==> src/hdl/tbpwm_pkg.sv <==
// tbpwm_pkg: constants and state type for the two-channel timer-based pwm block
// assumes a 16-bit register port with 12-bit word addresses
package tbpwm_pkg;

  localparam int unsigned ADDR_W = 12;
  localparam int unsigned DATA_W = 16;
  localparam int unsigned NUM_CH = 2;

  // register offsets (per-channel pair, then shared timer block)
  localparam logic [11:0] OFS_A_DUTY    = 12'h314;
  localparam logic [11:0] OFS_A_CONTROL = 12'h316;
  localparam logic [11:0] OFS_B_DUTY    = 12'h318;
  localparam logic [11:0] OFS_B_CONTROL = 12'h31A;
  localparam logic [11:0] OFS_PERIOD    = 12'h31C;
  localparam logic [11:0] OFS_TIMER_CTL = 12'h31E;
  localparam logic [11:0] OFS_TIMER_STS = 12'h320;
  localparam logic [11:0] OFS_PIN_DIR   = 12'h322;

  // duty register layout
  localparam int unsigned DUTY_HI_LSB = 8;
  localparam int unsigned DUTY_LO_LSB = 6;

  // control register layout
  localparam int unsigned CTL_EN_BIT  = 7;
  localparam int unsigned CTL_LVL_BIT = 5;
  localparam int unsigned CTL_INV_BIT = 4;

  // timer control layout
  localparam int unsigned TCTL_RUN_BIT  = 7;
  localparam int unsigned TCTL_POST_LSB = 3;
  localparam int unsigned TCTL_PRE_LSB  = 0;

  // timer status layout
  localparam int unsigned TSTS_MATCH_BIT = 0;

  // prescale select codes and their terminal counts (ratio minus one)
  localparam logic [1:0] PRESC_1  = 2'h0;
  localparam logic [1:0] PRESC_4  = 2'h1;
  localparam logic [1:0] PRESC_16 = 2'h2;
  localparam logic [1:0] PRESC_64 = 2'h3;
  localparam logic [5:0] PRESC_LAST_1  = 6'h00;
  localparam logic [5:0] PRESC_LAST_4  = 6'h03;
  localparam logic [5:0] PRESC_LAST_16 = 6'h0F;
  localparam logic [5:0] PRESC_LAST_64 = 6'h3F;
  localparam logic [1:0] LOW_LAST      = 2'h3;

  // reset values
  localparam logic [7:0] PERIOD_RST  = 8'hFF;
  localparam logic [1:0] PIN_DIR_RST = 2'h3;

  typedef struct packed {
    logic [1:0][7:0] duty_hi;
    logic [1:0][1:0] duty_lo;
    logic [1:0]      en;
    logic [1:0]      inv;
    logic [1:0][9:0] dbuf;
    logic [1:0]      raw;
    logic [1:0]      lvl;
    logic [7:0]      limit;
    logic            run;
    logic [1:0]      presc;
    logic [3:0]      postsc;
    logic [5:0]      pre_cnt;
    logic [7:0]      count;
    logic [1:0]      low;
    logic            match_flag;
    logic [1:0]      pin_in;
    logic [15:0]     rdata;
  } tbpwm_state_type;

endpackage : tbpwm_pkg

==> src/hdl/tbpwm_top.sv <==
// tbpwm_top: shared period timer plus two 10-bit pwm output channels
// assumes a synchronous register master and a sleep level from the power manager
//
// Operation
// RULE1 - counter clears after limit match; outputs set
// RULE2 - output clears when time base equals duty
// RULE3 - zero duty keeps output inactive whole period
// RULE4 - period match copies duty into compare buffers
// RULE5 - postscaler never affects pwm output
// RULE6 - duty is high byte plus bits 7:6
// RULE7 - duty writes always accepted, no lockout
// RULE8 - time base is counter plus prescaled bits
// RULE9 - pulse equals duty times clock times prescale
// RULE10 - full resolution only at limit 255
// RULE11 - oversized duty leaves pin level unchanged
// RULE12 - sleep freezes counter, state and pin
// RULE13 - output frequency follows system clock
// RULE14 - reset restores registers, pins to input
// RULE15 - control bit 7 enables the module
// RULE16 - control bit 5 reads output level
// RULE17 - control bit 4 inverts the output
// RULE18 - duty keeps contents across ordinary reset
// RULE19 - software sets up pins, control, limit, duty
// RULE20 - software clears flag, configures, starts timer
// RULE21 - software waits match, then enables pin
// RULE22 - first-period wait is optional
// RULE23 - disabled module holds output inactive
//
// Strobed register access was left to the implementer.
`timescale 1ns/1ps
`default_nettype none

module tbpwm_top (
  input  wire logic        clk,
  input  wire logic        rst,
  input  wire logic        sleep,
  input  wire logic [11:0] addr,
  input  wire logic [15:0] wdata,
  input  wire logic        wr,
  input  wire logic        rd,
  output logic      [15:0] rdata,
  output logic      [1:0]  pwm_wave,
  output logic      [1:0]  pin_o,
  output logic      [1:0]  pin_oe,
  output logic             period_match
);

  tbpwm_pkg::tbpwm_state_type state_r;
  tbpwm_pkg::tbpwm_state_type state_nxt;

  // duty register offset of channel ch
  function automatic logic [11:0] duty_ofs(input int unsigned ch);
    duty_ofs = (ch == 0) ? tbpwm_pkg::OFS_A_DUTY : tbpwm_pkg::OFS_B_DUTY;
  endfunction : duty_ofs

  // control register offset of channel ch
  function automatic logic [11:0] ctl_ofs(input int unsigned ch);
    ctl_ofs = (ch == 0) ? tbpwm_pkg::OFS_A_CONTROL : tbpwm_pkg::OFS_B_CONTROL;
  endfunction : ctl_ofs

  // last value of the prescale counter for a select code
  function automatic logic [5:0] presc_last(input logic [1:0] sel);
    logic [5:0] v;
    v = tbpwm_pkg::PRESC_LAST_1;
    case (sel)
      tbpwm_pkg::PRESC_1:  v = tbpwm_pkg::PRESC_LAST_1;
      tbpwm_pkg::PRESC_4:  v = tbpwm_pkg::PRESC_LAST_4;
      tbpwm_pkg::PRESC_16: v = tbpwm_pkg::PRESC_LAST_16;
      tbpwm_pkg::PRESC_64: v = tbpwm_pkg::PRESC_LAST_64;
      default:             v = tbpwm_pkg::PRESC_LAST_1;
    endcase
    presc_last = v;
  endfunction : presc_last

  // control register image as read by software
  function automatic logic [15:0] ctl_image(
    input logic en,
    input logic lvl,
    input logic inv
  );
    logic [15:0] v;
    v = 16'h0000;
    v[tbpwm_pkg::CTL_EN_BIT]  = en;
    v[tbpwm_pkg::CTL_LVL_BIT] = lvl;
    v[tbpwm_pkg::CTL_INV_BIT] = inv;
    ctl_image = v;
  endfunction : ctl_image

  always_comb
  begin
    logic            tick;
    logic            wrap;
    logic [9:0]      tbase;
    logic [1:0][7:0] keep_hi;
    logic [1:0][1:0] keep_lo;
    tick    = 1'b0;
    wrap    = 1'b0;
    tbase   = 10'h000;
    keep_hi = state_r.duty_hi;
    keep_lo = state_r.duty_lo;
    state_nxt = state_r;
    // read data stands only in the cycle after the read strobe
    state_nxt.rdata = 16'h0000;

    // software writes; duty registers have no lockout in any state
    if (wr)
    begin
      for (int unsigned ch = 0; ch < tbpwm_pkg::NUM_CH; ch++)
      begin
        if (addr == duty_ofs(ch))
        begin
          state_nxt.duty_hi[ch] = wdata[tbpwm_pkg::DUTY_HI_LSB +: 8]; // RULE6 RULE7
          state_nxt.duty_lo[ch] = wdata[tbpwm_pkg::DUTY_LO_LSB +: 2]; // RULE6 RULE7
        end
        else if (addr == ctl_ofs(ch))
        begin
          state_nxt.en[ch]  = wdata[tbpwm_pkg::CTL_EN_BIT]; // RULE15
          state_nxt.inv[ch] = wdata[tbpwm_pkg::CTL_INV_BIT]; // RULE17
        end
      end
      if (addr == tbpwm_pkg::OFS_PERIOD)
      begin
        state_nxt.limit = wdata[7:0];
      end
      else if (addr == tbpwm_pkg::OFS_TIMER_CTL)
      begin
        state_nxt.run    = wdata[tbpwm_pkg::TCTL_RUN_BIT];
        state_nxt.postsc = wdata[tbpwm_pkg::TCTL_POST_LSB +: 4];
        state_nxt.presc  = wdata[tbpwm_pkg::TCTL_PRE_LSB +: 2];
      end
      else if (addr == tbpwm_pkg::OFS_TIMER_STS)
      begin
        // write one to clear; a match in the same cycle wins below
        if (wdata[tbpwm_pkg::TSTS_MATCH_BIT])
        begin
          state_nxt.match_flag = 1'b0;
        end
      end
      else if (addr == tbpwm_pkg::OFS_PIN_DIR)
      begin
        state_nxt.pin_in = wdata[1:0];
      end
    end

    // time base: prescaled low bits under the 8-bit counter, one step per
    // prescaled clock, so everything scales with the system clock
    if (!sleep && state_r.run) // RULE12
    begin
      // a count left above a shorter ratio's end closes the step at once
      if (state_r.pre_cnt >= presc_last(state_r.presc)) // RULE8 RULE13
      begin
        state_nxt.pre_cnt = 6'h00;
        tick = 1'b1;
      end
      else
      begin
        state_nxt.pre_cnt = state_r.pre_cnt + 6'h01;
      end
    end

    if (tick)
    begin
      if (state_r.low == tbpwm_pkg::LOW_LAST) // RULE8
      begin
        state_nxt.low = 2'h0;
        if (state_r.count == state_r.limit) // RULE1
        begin
          state_nxt.count = 8'h00;
          wrap = 1'b1;
        end
        else
        begin
          // counter above a lowered limit just rolls over, no period event
          state_nxt.count = state_r.count + 8'h01;
        end
      end
      else
      begin
        state_nxt.low = state_r.low + 2'h1;
      end
    end
    // compare width is full 10 bits; a short limit simply never reaches
    // the top codes, which is where resolution is lost
    tbase = {state_nxt.count, state_nxt.low}; // RULE8 RULE10

    // the postscaler is stored for software only and feeds nothing
    if (wrap) // RULE5
    begin
      state_nxt.match_flag = 1'b1;
    end

    for (int unsigned ch = 0; ch < tbpwm_pkg::NUM_CH; ch++)
    begin
      if (wrap)
      begin
        // latest written duty, including a write in this very cycle
        state_nxt.dbuf[ch] = {state_nxt.duty_hi[ch], state_nxt.duty_lo[ch]}; // RULE4 RULE6
      end
      if (!state_nxt.en[ch])
      begin
        state_nxt.raw[ch] = 1'b0; // RULE23
      end
      else if (wrap)
      begin
        state_nxt.raw[ch] = (state_nxt.dbuf[ch] != 10'h000); // RULE1 RULE3
      end
      else if (tick && (tbase == state_r.dbuf[ch]))
      begin
        // a duty beyond the period is never met, so the level just holds
        state_nxt.raw[ch] = 1'b0; // RULE2 RULE9 RULE11
      end
      state_nxt.lvl[ch] = state_nxt.raw[ch] ^ state_nxt.inv[ch]; // RULE17
    end

    // register reads
    if (rd)
    begin
      if (addr == tbpwm_pkg::OFS_A_DUTY)
      begin
        state_nxt.rdata = {state_r.duty_hi[0], state_r.duty_lo[0], 6'h00};
      end
      else if (addr == tbpwm_pkg::OFS_A_CONTROL)
      begin
        state_nxt.rdata = ctl_image(state_r.en[0], state_r.lvl[0], state_r.inv[0]); // RULE16
      end
      else if (addr == tbpwm_pkg::OFS_B_DUTY)
      begin
        state_nxt.rdata = {state_r.duty_hi[1], state_r.duty_lo[1], 6'h00};
      end
      else if (addr == tbpwm_pkg::OFS_B_CONTROL)
      begin
        state_nxt.rdata = ctl_image(state_r.en[1], state_r.lvl[1], state_r.inv[1]); // RULE16
      end
      else if (addr == tbpwm_pkg::OFS_PERIOD)
      begin
        state_nxt.rdata = {8'h00, state_r.limit};
      end
      else if (addr == tbpwm_pkg::OFS_TIMER_CTL)
      begin
        state_nxt.rdata = {8'h00, state_r.run, state_r.postsc, 1'b0, state_r.presc};
      end
      else if (addr == tbpwm_pkg::OFS_TIMER_STS)
      begin
        state_nxt.rdata = {15'h0000, state_r.match_flag};
      end
      else if (addr == tbpwm_pkg::OFS_PIN_DIR)
      begin
        state_nxt.rdata = {14'h0000, state_r.pin_in};
      end
      else
      begin
        state_nxt.rdata = 16'h0000;
      end
    end

    // ordinary reset: everything to defaults, pins to input, duty kept
    if (rst)
    begin
      state_nxt         = '0; // RULE14
      state_nxt.limit   = tbpwm_pkg::PERIOD_RST;
      state_nxt.pin_in  = tbpwm_pkg::PIN_DIR_RST; // RULE14
      state_nxt.duty_hi = keep_hi; // RULE18
      state_nxt.duty_lo = keep_lo; // RULE18
    end
  end

  always_ff @(posedge clk)
  begin
    state_r <= state_nxt;
  end

  assign rdata        = state_r.rdata;
  assign pwm_wave     = state_r.lvl;
  assign pin_o        = state_r.lvl;
  assign pin_oe       = ~state_r.pin_in;
  assign period_match = state_r.match_flag;

endmodule : tbpwm_top

`default_nettype wire

==> config.mk <==
export PLATFORM = sky130hd
export DESIGN_NAME = tbpwm_top
export DESIGN_NICKNAME = d
export VERILOG_FILES = /design/src/hdl/tbpwm_pkg.sv /design/src/hdl/tbpwm_top.sv
export SDC_FILE = /design/constraint.sdc
export NUM_CORES = 1
export LEC_CHECK = 0
export ABC_AREA = 1
export BUFFER_PORTS_ARGS = -buffer_cell sky130_fd_sc_hd__buf_2
export CAP_MARGIN = 25
export CORE_MARGIN = 2
export CORE_UTILIZATION = 40
export CTS_BUF_LIST = sky130_fd_sc_hd__clkbuf_8
export DETAILED_ROUTE_END_ITERATION = 10
export SLEW_MARGIN = 0
export SYNTH_ARGS = -nofsm -noshare
export SYNTH_HDL_FRONTEND = slang
export SYNTH_SLANG_ARGS = --single-unit
==> constraint.sdc <==
create_clock -name clk -period 6.8 [get_ports clk]
set_input_delay 1.7 -clock clk [delete_from_list [all_inputs] [get_ports clk]]
set_output_delay 1.7 -clock clk [all_outputs]
set_load 0.01 [all_outputs]
==> results of run 1 <==
logic make-up after synthesis:
kind of cell | share of synthesized area (%)
adders and majority gates | 2.14
AOI/OAI and AO/OA | 11.4
xor gates and xnor gates | 2.00
buffers and inverters | 14.1
and+or+nand+nor | 29.2
DFF | 41.1
Yosys cell counts, types with 5 or more instances:
cell type    n  share of area (%)
o21ai_1      6               0.57
nand2_1    183                 13
buf_4       21                3.0
nor2_1      97                6.9
a211oi_1    10                1.4
xnor2_1      6                1.0
a21oi_1     13                1.2
clkbuf_1    10               0.71
o21ai_2      8                1.3
ha_1         9                2.1
nor3_1       5               0.48
nand4_1     13                1.5
o32ai_1      6                1.0
inv_1      124                8.9
o21ai_0     29                2.8
nand3_1     49                4.7
xor2_1       6                1.0
edfxtp_1    20                 11
dfxtp_1     78                 30
buf_2        7               0.67
o211ai_1     6               0.86
where the power goes:
group	switching (W)	internal (W)	total, W	leakage, nW
logic	0.0000328	0.0000143	0.0000471	1.76
registers	0.00000250	0.000600	0.000602	0.824
clock network	0.000214	0.000170	0.000384	0.0989
total	0.000249	0.000784	0.00103	2.68
worst max-delay path, stage by stage:
cell	delay [ns]
buf_2	0.09
or2_4	0.25
nor3_4	0.25
nand3_1	0.14
nor2_1	0.74
nor2_1	0.17
nand2_1	0.41
nor2_1	0.08
a211oi_1	0.19
layout by cell type, fill, tap and decap left out, drive strengths merged:
master | Yosys | routed
o22ai | 1 | 1
o21a | 1 | 1
inv | 128 | 132
nor4 | 1 | 1
nand3b | 2 | 2
nand2 | 186 | 186
a32o | 2 | 2
nor3 | 6 | 6
xnor2 | 6 | 6
edfxtp | 20 | 20
a221oi | 2 | 2
clkinvlp | 0 | 2
ha | 9 | 9
o211ai | 6 | 6
a21boi | 1 | 1
o32ai | 6 | 6
a41oi | 2 | 2
nand3 | 51 | 51
nor2 | 100 | 100
a211oi | 10 | 10
buf | 30 | 56
xor2 | 6 | 6
clkbuf | 10 | 9
o21bai | 1 | 1
o311ai | 1 | 1
a21oi | 14 | 14
or2 | 1 | 1
dfxtp | 78 | 78
bufinv | 0 | 1
nand4 | 13 | 13
a32oi | 1 | 1
o21ai | 43 | 43
o221ai | 1 | 1
flip-flops by register name, indices dropped and copies added (netlist names):
signal	flops
period_match	1
rdata	16
state_r	79
pin_o	2
through the flow:
stage / utilization [%] / cells / cell area (µm²) / power, W / hold slack (ns)
6_report: 44.7 / 943 / 5690 / 0.00103 / 0.472
5_1_grt: 44.7 / 943 / 5690 / 0.00107 / 0.502
4_1_cts: 44.7 / 943 / 5690 / 0.00105 / 0.467
3_5_place_dp: 43.2 / 927 / 5500 / 0.000663 / 0.448
3_3_place_gp: 43.2 / 927 / 5500 / 0.000662 / 0.447
2_1_floorplan: - / 739 / 5260 / 0.000640 / 0.434
worst max-delay path by stage:
stage,cells past startpoint,slack [ns],startpoint,end
floorplan,14,3.49,addr[7],state_r[52]
global placement,9,2.69,addr[7],state_r[41]
detailed placement,9,2.72,addr[7],state_r[40]
CTS,9,3.07,addr[7],state_r[41]
global route,9,2.73,addr[7],state_r[38]
finish,9,3.06,addr[7],state_r[41]
layer usage:
metal  routed length (µm)  part of all wire [%]  global-route usage [%]  vias up
li1                     -                     -                       -     2375
met1                 6230                    47                    25.2     2163
met2                 6090                    46                    31.5      100
met3                  576                   4.4                    3.43       25
met4                  323                   2.4                    7.51        0
met5                    0                     0                       0        -
area by class of cell:
cell class | count | area (µm²)
fillers | 1344 | 7030
flip-flops and latches | 98 | 2160
clock inverters | 7 | 70.1
inverters | 128 | 480
multi-input cells | 473 | 2350
repair buffers | 56 | 283
well taps | 172 | 215
clock buffers | 9 | 124
==> flow_metrics.py, run 1 <==
metrics = {
    "critical_path": {
        "arrival_ns": 4.02,
        "r2r_cells": 22,
        "rr_startpoint": "state_r[39]",
        "r2r_slack_ns": 3.69,
        "path_max_fanout": 15,
        "r2r-end": "state_r[53]",
        "setup.worst_path.start_class": "input pin",
        "worstPathRequired_ns": 7.08,
        "critPathKind": "input pin to register",
        "crit_path_end_kind": "register",
    },
    "floorplanning": {
        "rows": 41,
        "fp.dieW_um": 119,
        "io_pins": 56,
        "start_util_pct": 41.3,
        "design.core.area_mm2": 0.0127,
        "die_h_um": 119,
        "die_area_mm2": 0.0141,
    },
    "layout": {
        "layout-drive-gt1-share_pct": 12.1,
        "antenna-diode-count": 0,
        "final_nets": 808,
        "syn2layout_area_growth_pct": 8.18,
    },
    "detailed_routing": {
        "wl_per_cell_um": 14.0,
        "ant_nets": 0,
        "vias_per_cell": 4.94,
        "drc": 0,
        "vias": 4663,
        "drtIter0Drc": 314,
        "wirelength_um": 13200,
        "drt_first_pass_iters": 4,
    },
    "timing": {
        "finClkSkew_ns": 0.0113,
        "rsz0062_at_grt": "no",
        "hold_viol_final": 0,
        "period_needed_ns": 3.74,
        "tightest_slew_ns": 0.947,
        "fin_crit_sh_pct": 55.0,
        "fmax_ghz": 0.267,
        "drv_slew": 0,
        "slew_headroom_pct": 36.6,
        "setup-violations-final": 0,
        "tns_ns": 0,
        "setup_slack_ns": 3.06,
    },
    "synthesis": {
        "ys_seq_area_share_pct": 41.1,
        "yosysWarnings": 0,
        "synth_enable_flop_cells": 20,
        "ys.flop_type": "dfxtp_1",
        "avgSynthCellArea_um2": 7.12,
        "synth.distinct_cells": 45,
        "async_flop_share_pct": 0,
        "ys_ff_latch": 98,
        "synth.cell_area_mm2": 0.00526,
        "syn_nets": 781,
        "syn_inst": 739,
    },
    "power_and_ir_drop": {
        "powerDensity_mw_per_mm2": 182,
        "worst_ir_drop_vdd_uv": 78.9,
        "p_leak_nw": 2.68,
    },
    "global_route": {
        "antenna_found_initial": 0,
        "grt_max_degree": 44,
        "gr-total-overflow": 0,
        "grt_pass1_wl_um": 21900,
        "grtUsageTotal_pct": 19.3,
        "grt_pass1_vias": 4475,
    },
    "worst_hold_path": {
        "min_path_type": "register to register",
        "hold-path-endpoint": "state_r[35]",
        "whs_path_depth": 2,
        "hold_path.startpoint": "state_r[35]",
    },
    "clock_tree": {
        "cts_buffers": 9,
        "cts_resized": 0,
        "clock_latency_ns": 0.38,
        "cts_hold_buffers": 0,
        "clkTransAtPathRegs_ns": 0.10,
        "post_cts_buffers": 0,
        "cts.sinks": 98,
        "htree_levels": 3,
        "clock-root-buffer": "clkbuf_8",
        "cts_tree": "built",
        "cts_max_path_buffers": 2,
    },
    "outcome": {
        "outcome": "completed",
    },
    "place": {
        "gp_congestion": 0.888,
        "dp_slack_ns": 2.72,
        "dp_hpwl_um": 10100,
        "portBuffers": 55,
    },
    "job": {
        "max-cap-violations": 0,
    },
}
Power figures use the tool's default switching activity.
==> run 2: changes to the inputs <==
Settings changed: ABC_AREA 1 to 0.
Clock period 6.8 ns to 3.1 ns, I/O delays scaled along.
==> flow_metrics.py, run 2 <==
metrics = {
    "synthesis": {
        "async_flop_share_pct": 0,
        "ys_ff_latch": 98,
        "ys.flop_type": "dfxtp_1",
        "yosysWarnings": 0,
        "ys_seq_area_share_pct": 42.7,
        "synth_enable_flop_cells": 20,
        "synthTopCellsByArea": "dfxtp_1 (31%), edfxtp_1 (12%), nand2_1 (5.7%)",
        "avgSynthCellArea_um2": 9.10,
        "syn_nets": 598,
        "yosysMostFrequentCell": "dfxtp_1",
        "syn_inst": 556,
        "synth_largest_area_cell": "dfxtp_1",
        "synth.cell_area_mm2": 0.00506,
        "yosys-top-cells-count": "dfxtp_1 (78), nand2_1 (77), nor2_1 (35), a21oi_1 (32), nand3_1 (29)",
        "synth.distinct_cells": 71,
        "yosysTopAreaCellShare_pct": 30.8,
    },
    "clock_tree": {
        "cts_max_path_buffers": 2,
        "cts.sinks": 98,
        "cts_buffers": 9,
        "clock_latency_ns": 0.37,
        "clock-root-buffer": "clkbuf_8",
        "cts_hold_buffers": 0,
        "cts_tree": "built",
        "clkTransAtPathRegs_ns": 0.09,
        "htree_levels": 3,
    },
    "floorplanning": {
        "io_pins": 56,
        "die_h_um": 117,
        "design.core.area_mm2": 0.0125,
        "start_util_pct": 40.6,
        "die_area_mm2": 0.0136,
        "fp.dieW_um": 117,
        "rows": 41,
    },
    "layout": {
        "fill_cells": 1201,
        "syn2layout_area_growth_pct": 15.4,
        "regMostFlops": "state_r",
        "layout_commonest_cell": "dfxtp_1",
        "final_nets": 656,
        "largest_register_ffs": 79,
        "finalNonFillerCells": 791,
        "multiInputGateArea_mm2": 0.00267,
        "layout-drive-gt1-share_pct": 25.4,
        "ff_latch_area_mm2": 0.00216,
        "final_util_pct": 46.9,
        "most-common-layout-cells": "dfxtp_1 (77), nand2_1 (76), buf_2 (55)",
        "antenna-diode-count": 0,
    },
    "power_and_ir_drop": {
        "powerDensity_mw_per_mm2": 374,
        "power_w": 0.00218,
        "worst_ir_drop_vdd_uv": 162,
        "p_leak_nw": 2.40,
    },
    "place": {
        "dp.cells": 774,
        "dp_slack_ns": -0.0433,
        "dp_hpwl_um": 9870,
        "portBuffers": 55,
        "gp_congestion": 0.903,
    },
    "critical_path": {
        "crit_path_end_kind": "register",
        "worstPathRequired_ns": 3.41,
        "setup.worst_path.start_class": "register",
        "critPathKind": "register to register",
        "path_max_fanout": 8,
        "arrival_ns": 3.27,
    },
    "timing": {
        "setup-violations-final": 0,
        "fmax_ghz": 0.337,
        "period_needed_ns": 2.97,
        "slew_headroom_pct": 61.3,
        "hold_viol_final": 0,
        "setup_slack_ns": 0.134,
        "finClkSkew_ns": 0.00756,
        "drv_slew": 0,
        "hold_ws_ns": 0.466,
        "fin_crit_sh_pct": 95.7,
        "tightest_slew_ns": 0.579,
    },
    "detailed_routing": {
        "ant_nets": 0,
        "drt_first_pass_iters": 5,
        "wirelength_um": 13000,
        "vias_per_cell": 5.45,
        "drtIter0Drc": 381,
        "wl_per_cell_um": 16.4,
        "vias": 4311,
        "drc": 0,
    },
    "outcome": {
        "outcome": "completed",
    },
    "global_route": {
        "grtUsageTotal_pct": 19.9,
        "grt_pass1_vias": 4154,
        "grt_pass1_wl_um": 20800,
        "antenna_found_initial": 0,
        "grt_max_degree": 34,
        "gr-total-overflow": 0,
    },
    "worst_hold_path": {
        "min_path_type": "register to register",
    },
    "job": {
        "max-cap-violations": 0,
    },
}
[run 2: cell types whose count changed after synthesis, sizes merged, moves of 10 or more]
cell,previous run,this run
mux2i,0,12
nor2,100,35
a22oi,0,10
a21oi,14,33
inv,128,16
nand3,51,30
mux2,0,15
xor2,6,16
nand2,186,77
o21ai,43,15
nor3,6,24
[run 2: what timing repair did]
action,4_1_cts,5_1_grt
gates resized for setup,3,18
cloned,0,0
pin swaps,0,4
setup buffers,0,1
setup endpoints to repair,2,4
[run 2: cells by family (layout without fill, tap and decap cells)]
kind of cell	Yosys count	in the layout	synth area share, %
AOI/OAI and AO/OA	108	108	14.8
xor gates and xnor gates	24	24	4.42
adders and majority gates	9	9	2.22
buffers and inverters	63	126	7.22
DFF	98	98	42.7
muxes	27	27	5.71
and+or+nand+nor	227	227	22.9
[run 2: where the power goes]
part,internal [W],switching (W)
sequential,0.00132,0.0000114
combinational,0.0000373,0.0000589
clock,0.000309,0.000453
[run 2: worst max-delay path, cell delays in order, from the launching register on]
cell and delay (ns):
dfxtp_1 0.33, buf_4 0.12, nand2_2 0.09, ha_4 0.30, nand4_1 0.18, o221a_4 0.36
buf_4 0.16, or3_1 0.38, a221oi_1 0.38, a221oi_2 0.06, o2111a_2 0.19, o31a_1 0.26
nor3_2 0.09
[run 2: cell type report]
type,count,area share [%]
multi-input cells,395,45.6
flip-flops and latches,98,37.0
repair buffers,94,9.72
well taps,172,3.68
clock buffers,10,2.36
inverters,16,1.03
clock inverters,6,0.578
[run 2: worst paths after layout]
| path | startpoint | to | slack, ns | depth (start not counted) |
|---|---|---|---|---|
| worst max-delay path | state_r[39] | pin_o[1] | 0.13 | 12 |
| worst min register to register | state_r[38] | state_r[38] | 0.47 | 2 |
| worst min-delay path | state_r[38] | state_r[38] | 0.47 | 2 |
| worst max register to register | state_r[39] | pin_o[1] | 0.13 | 12 |
[run 2: metal layers]
| layer | up-vias | wire length [µm] | track usage [%] | share of wire [%] |
|---|---|---|---|---|
| met3 | 25 | 585 | 3.22 | 4.5 |
| met5 | - | 0 | 0 | 0 |
| met4 | 0 | 292 | 8.02 | 2.2 |
| li1 | 2109 | - | - | - |
| met2 | 120 | 6040 | 32.4 | 46 |
| met1 | 2057 | 6080 | 26.6 | 47 |
[run 2: metrics by stage]
step,TNS [ns],instance area [µm²]
final,0,5840
after global routing,-0.0382,5840
after CTS,-0.0276,5730
after detailed placement,-0.0789,5540
after global placement,-0.00425,5540
after floorplan,0,5060
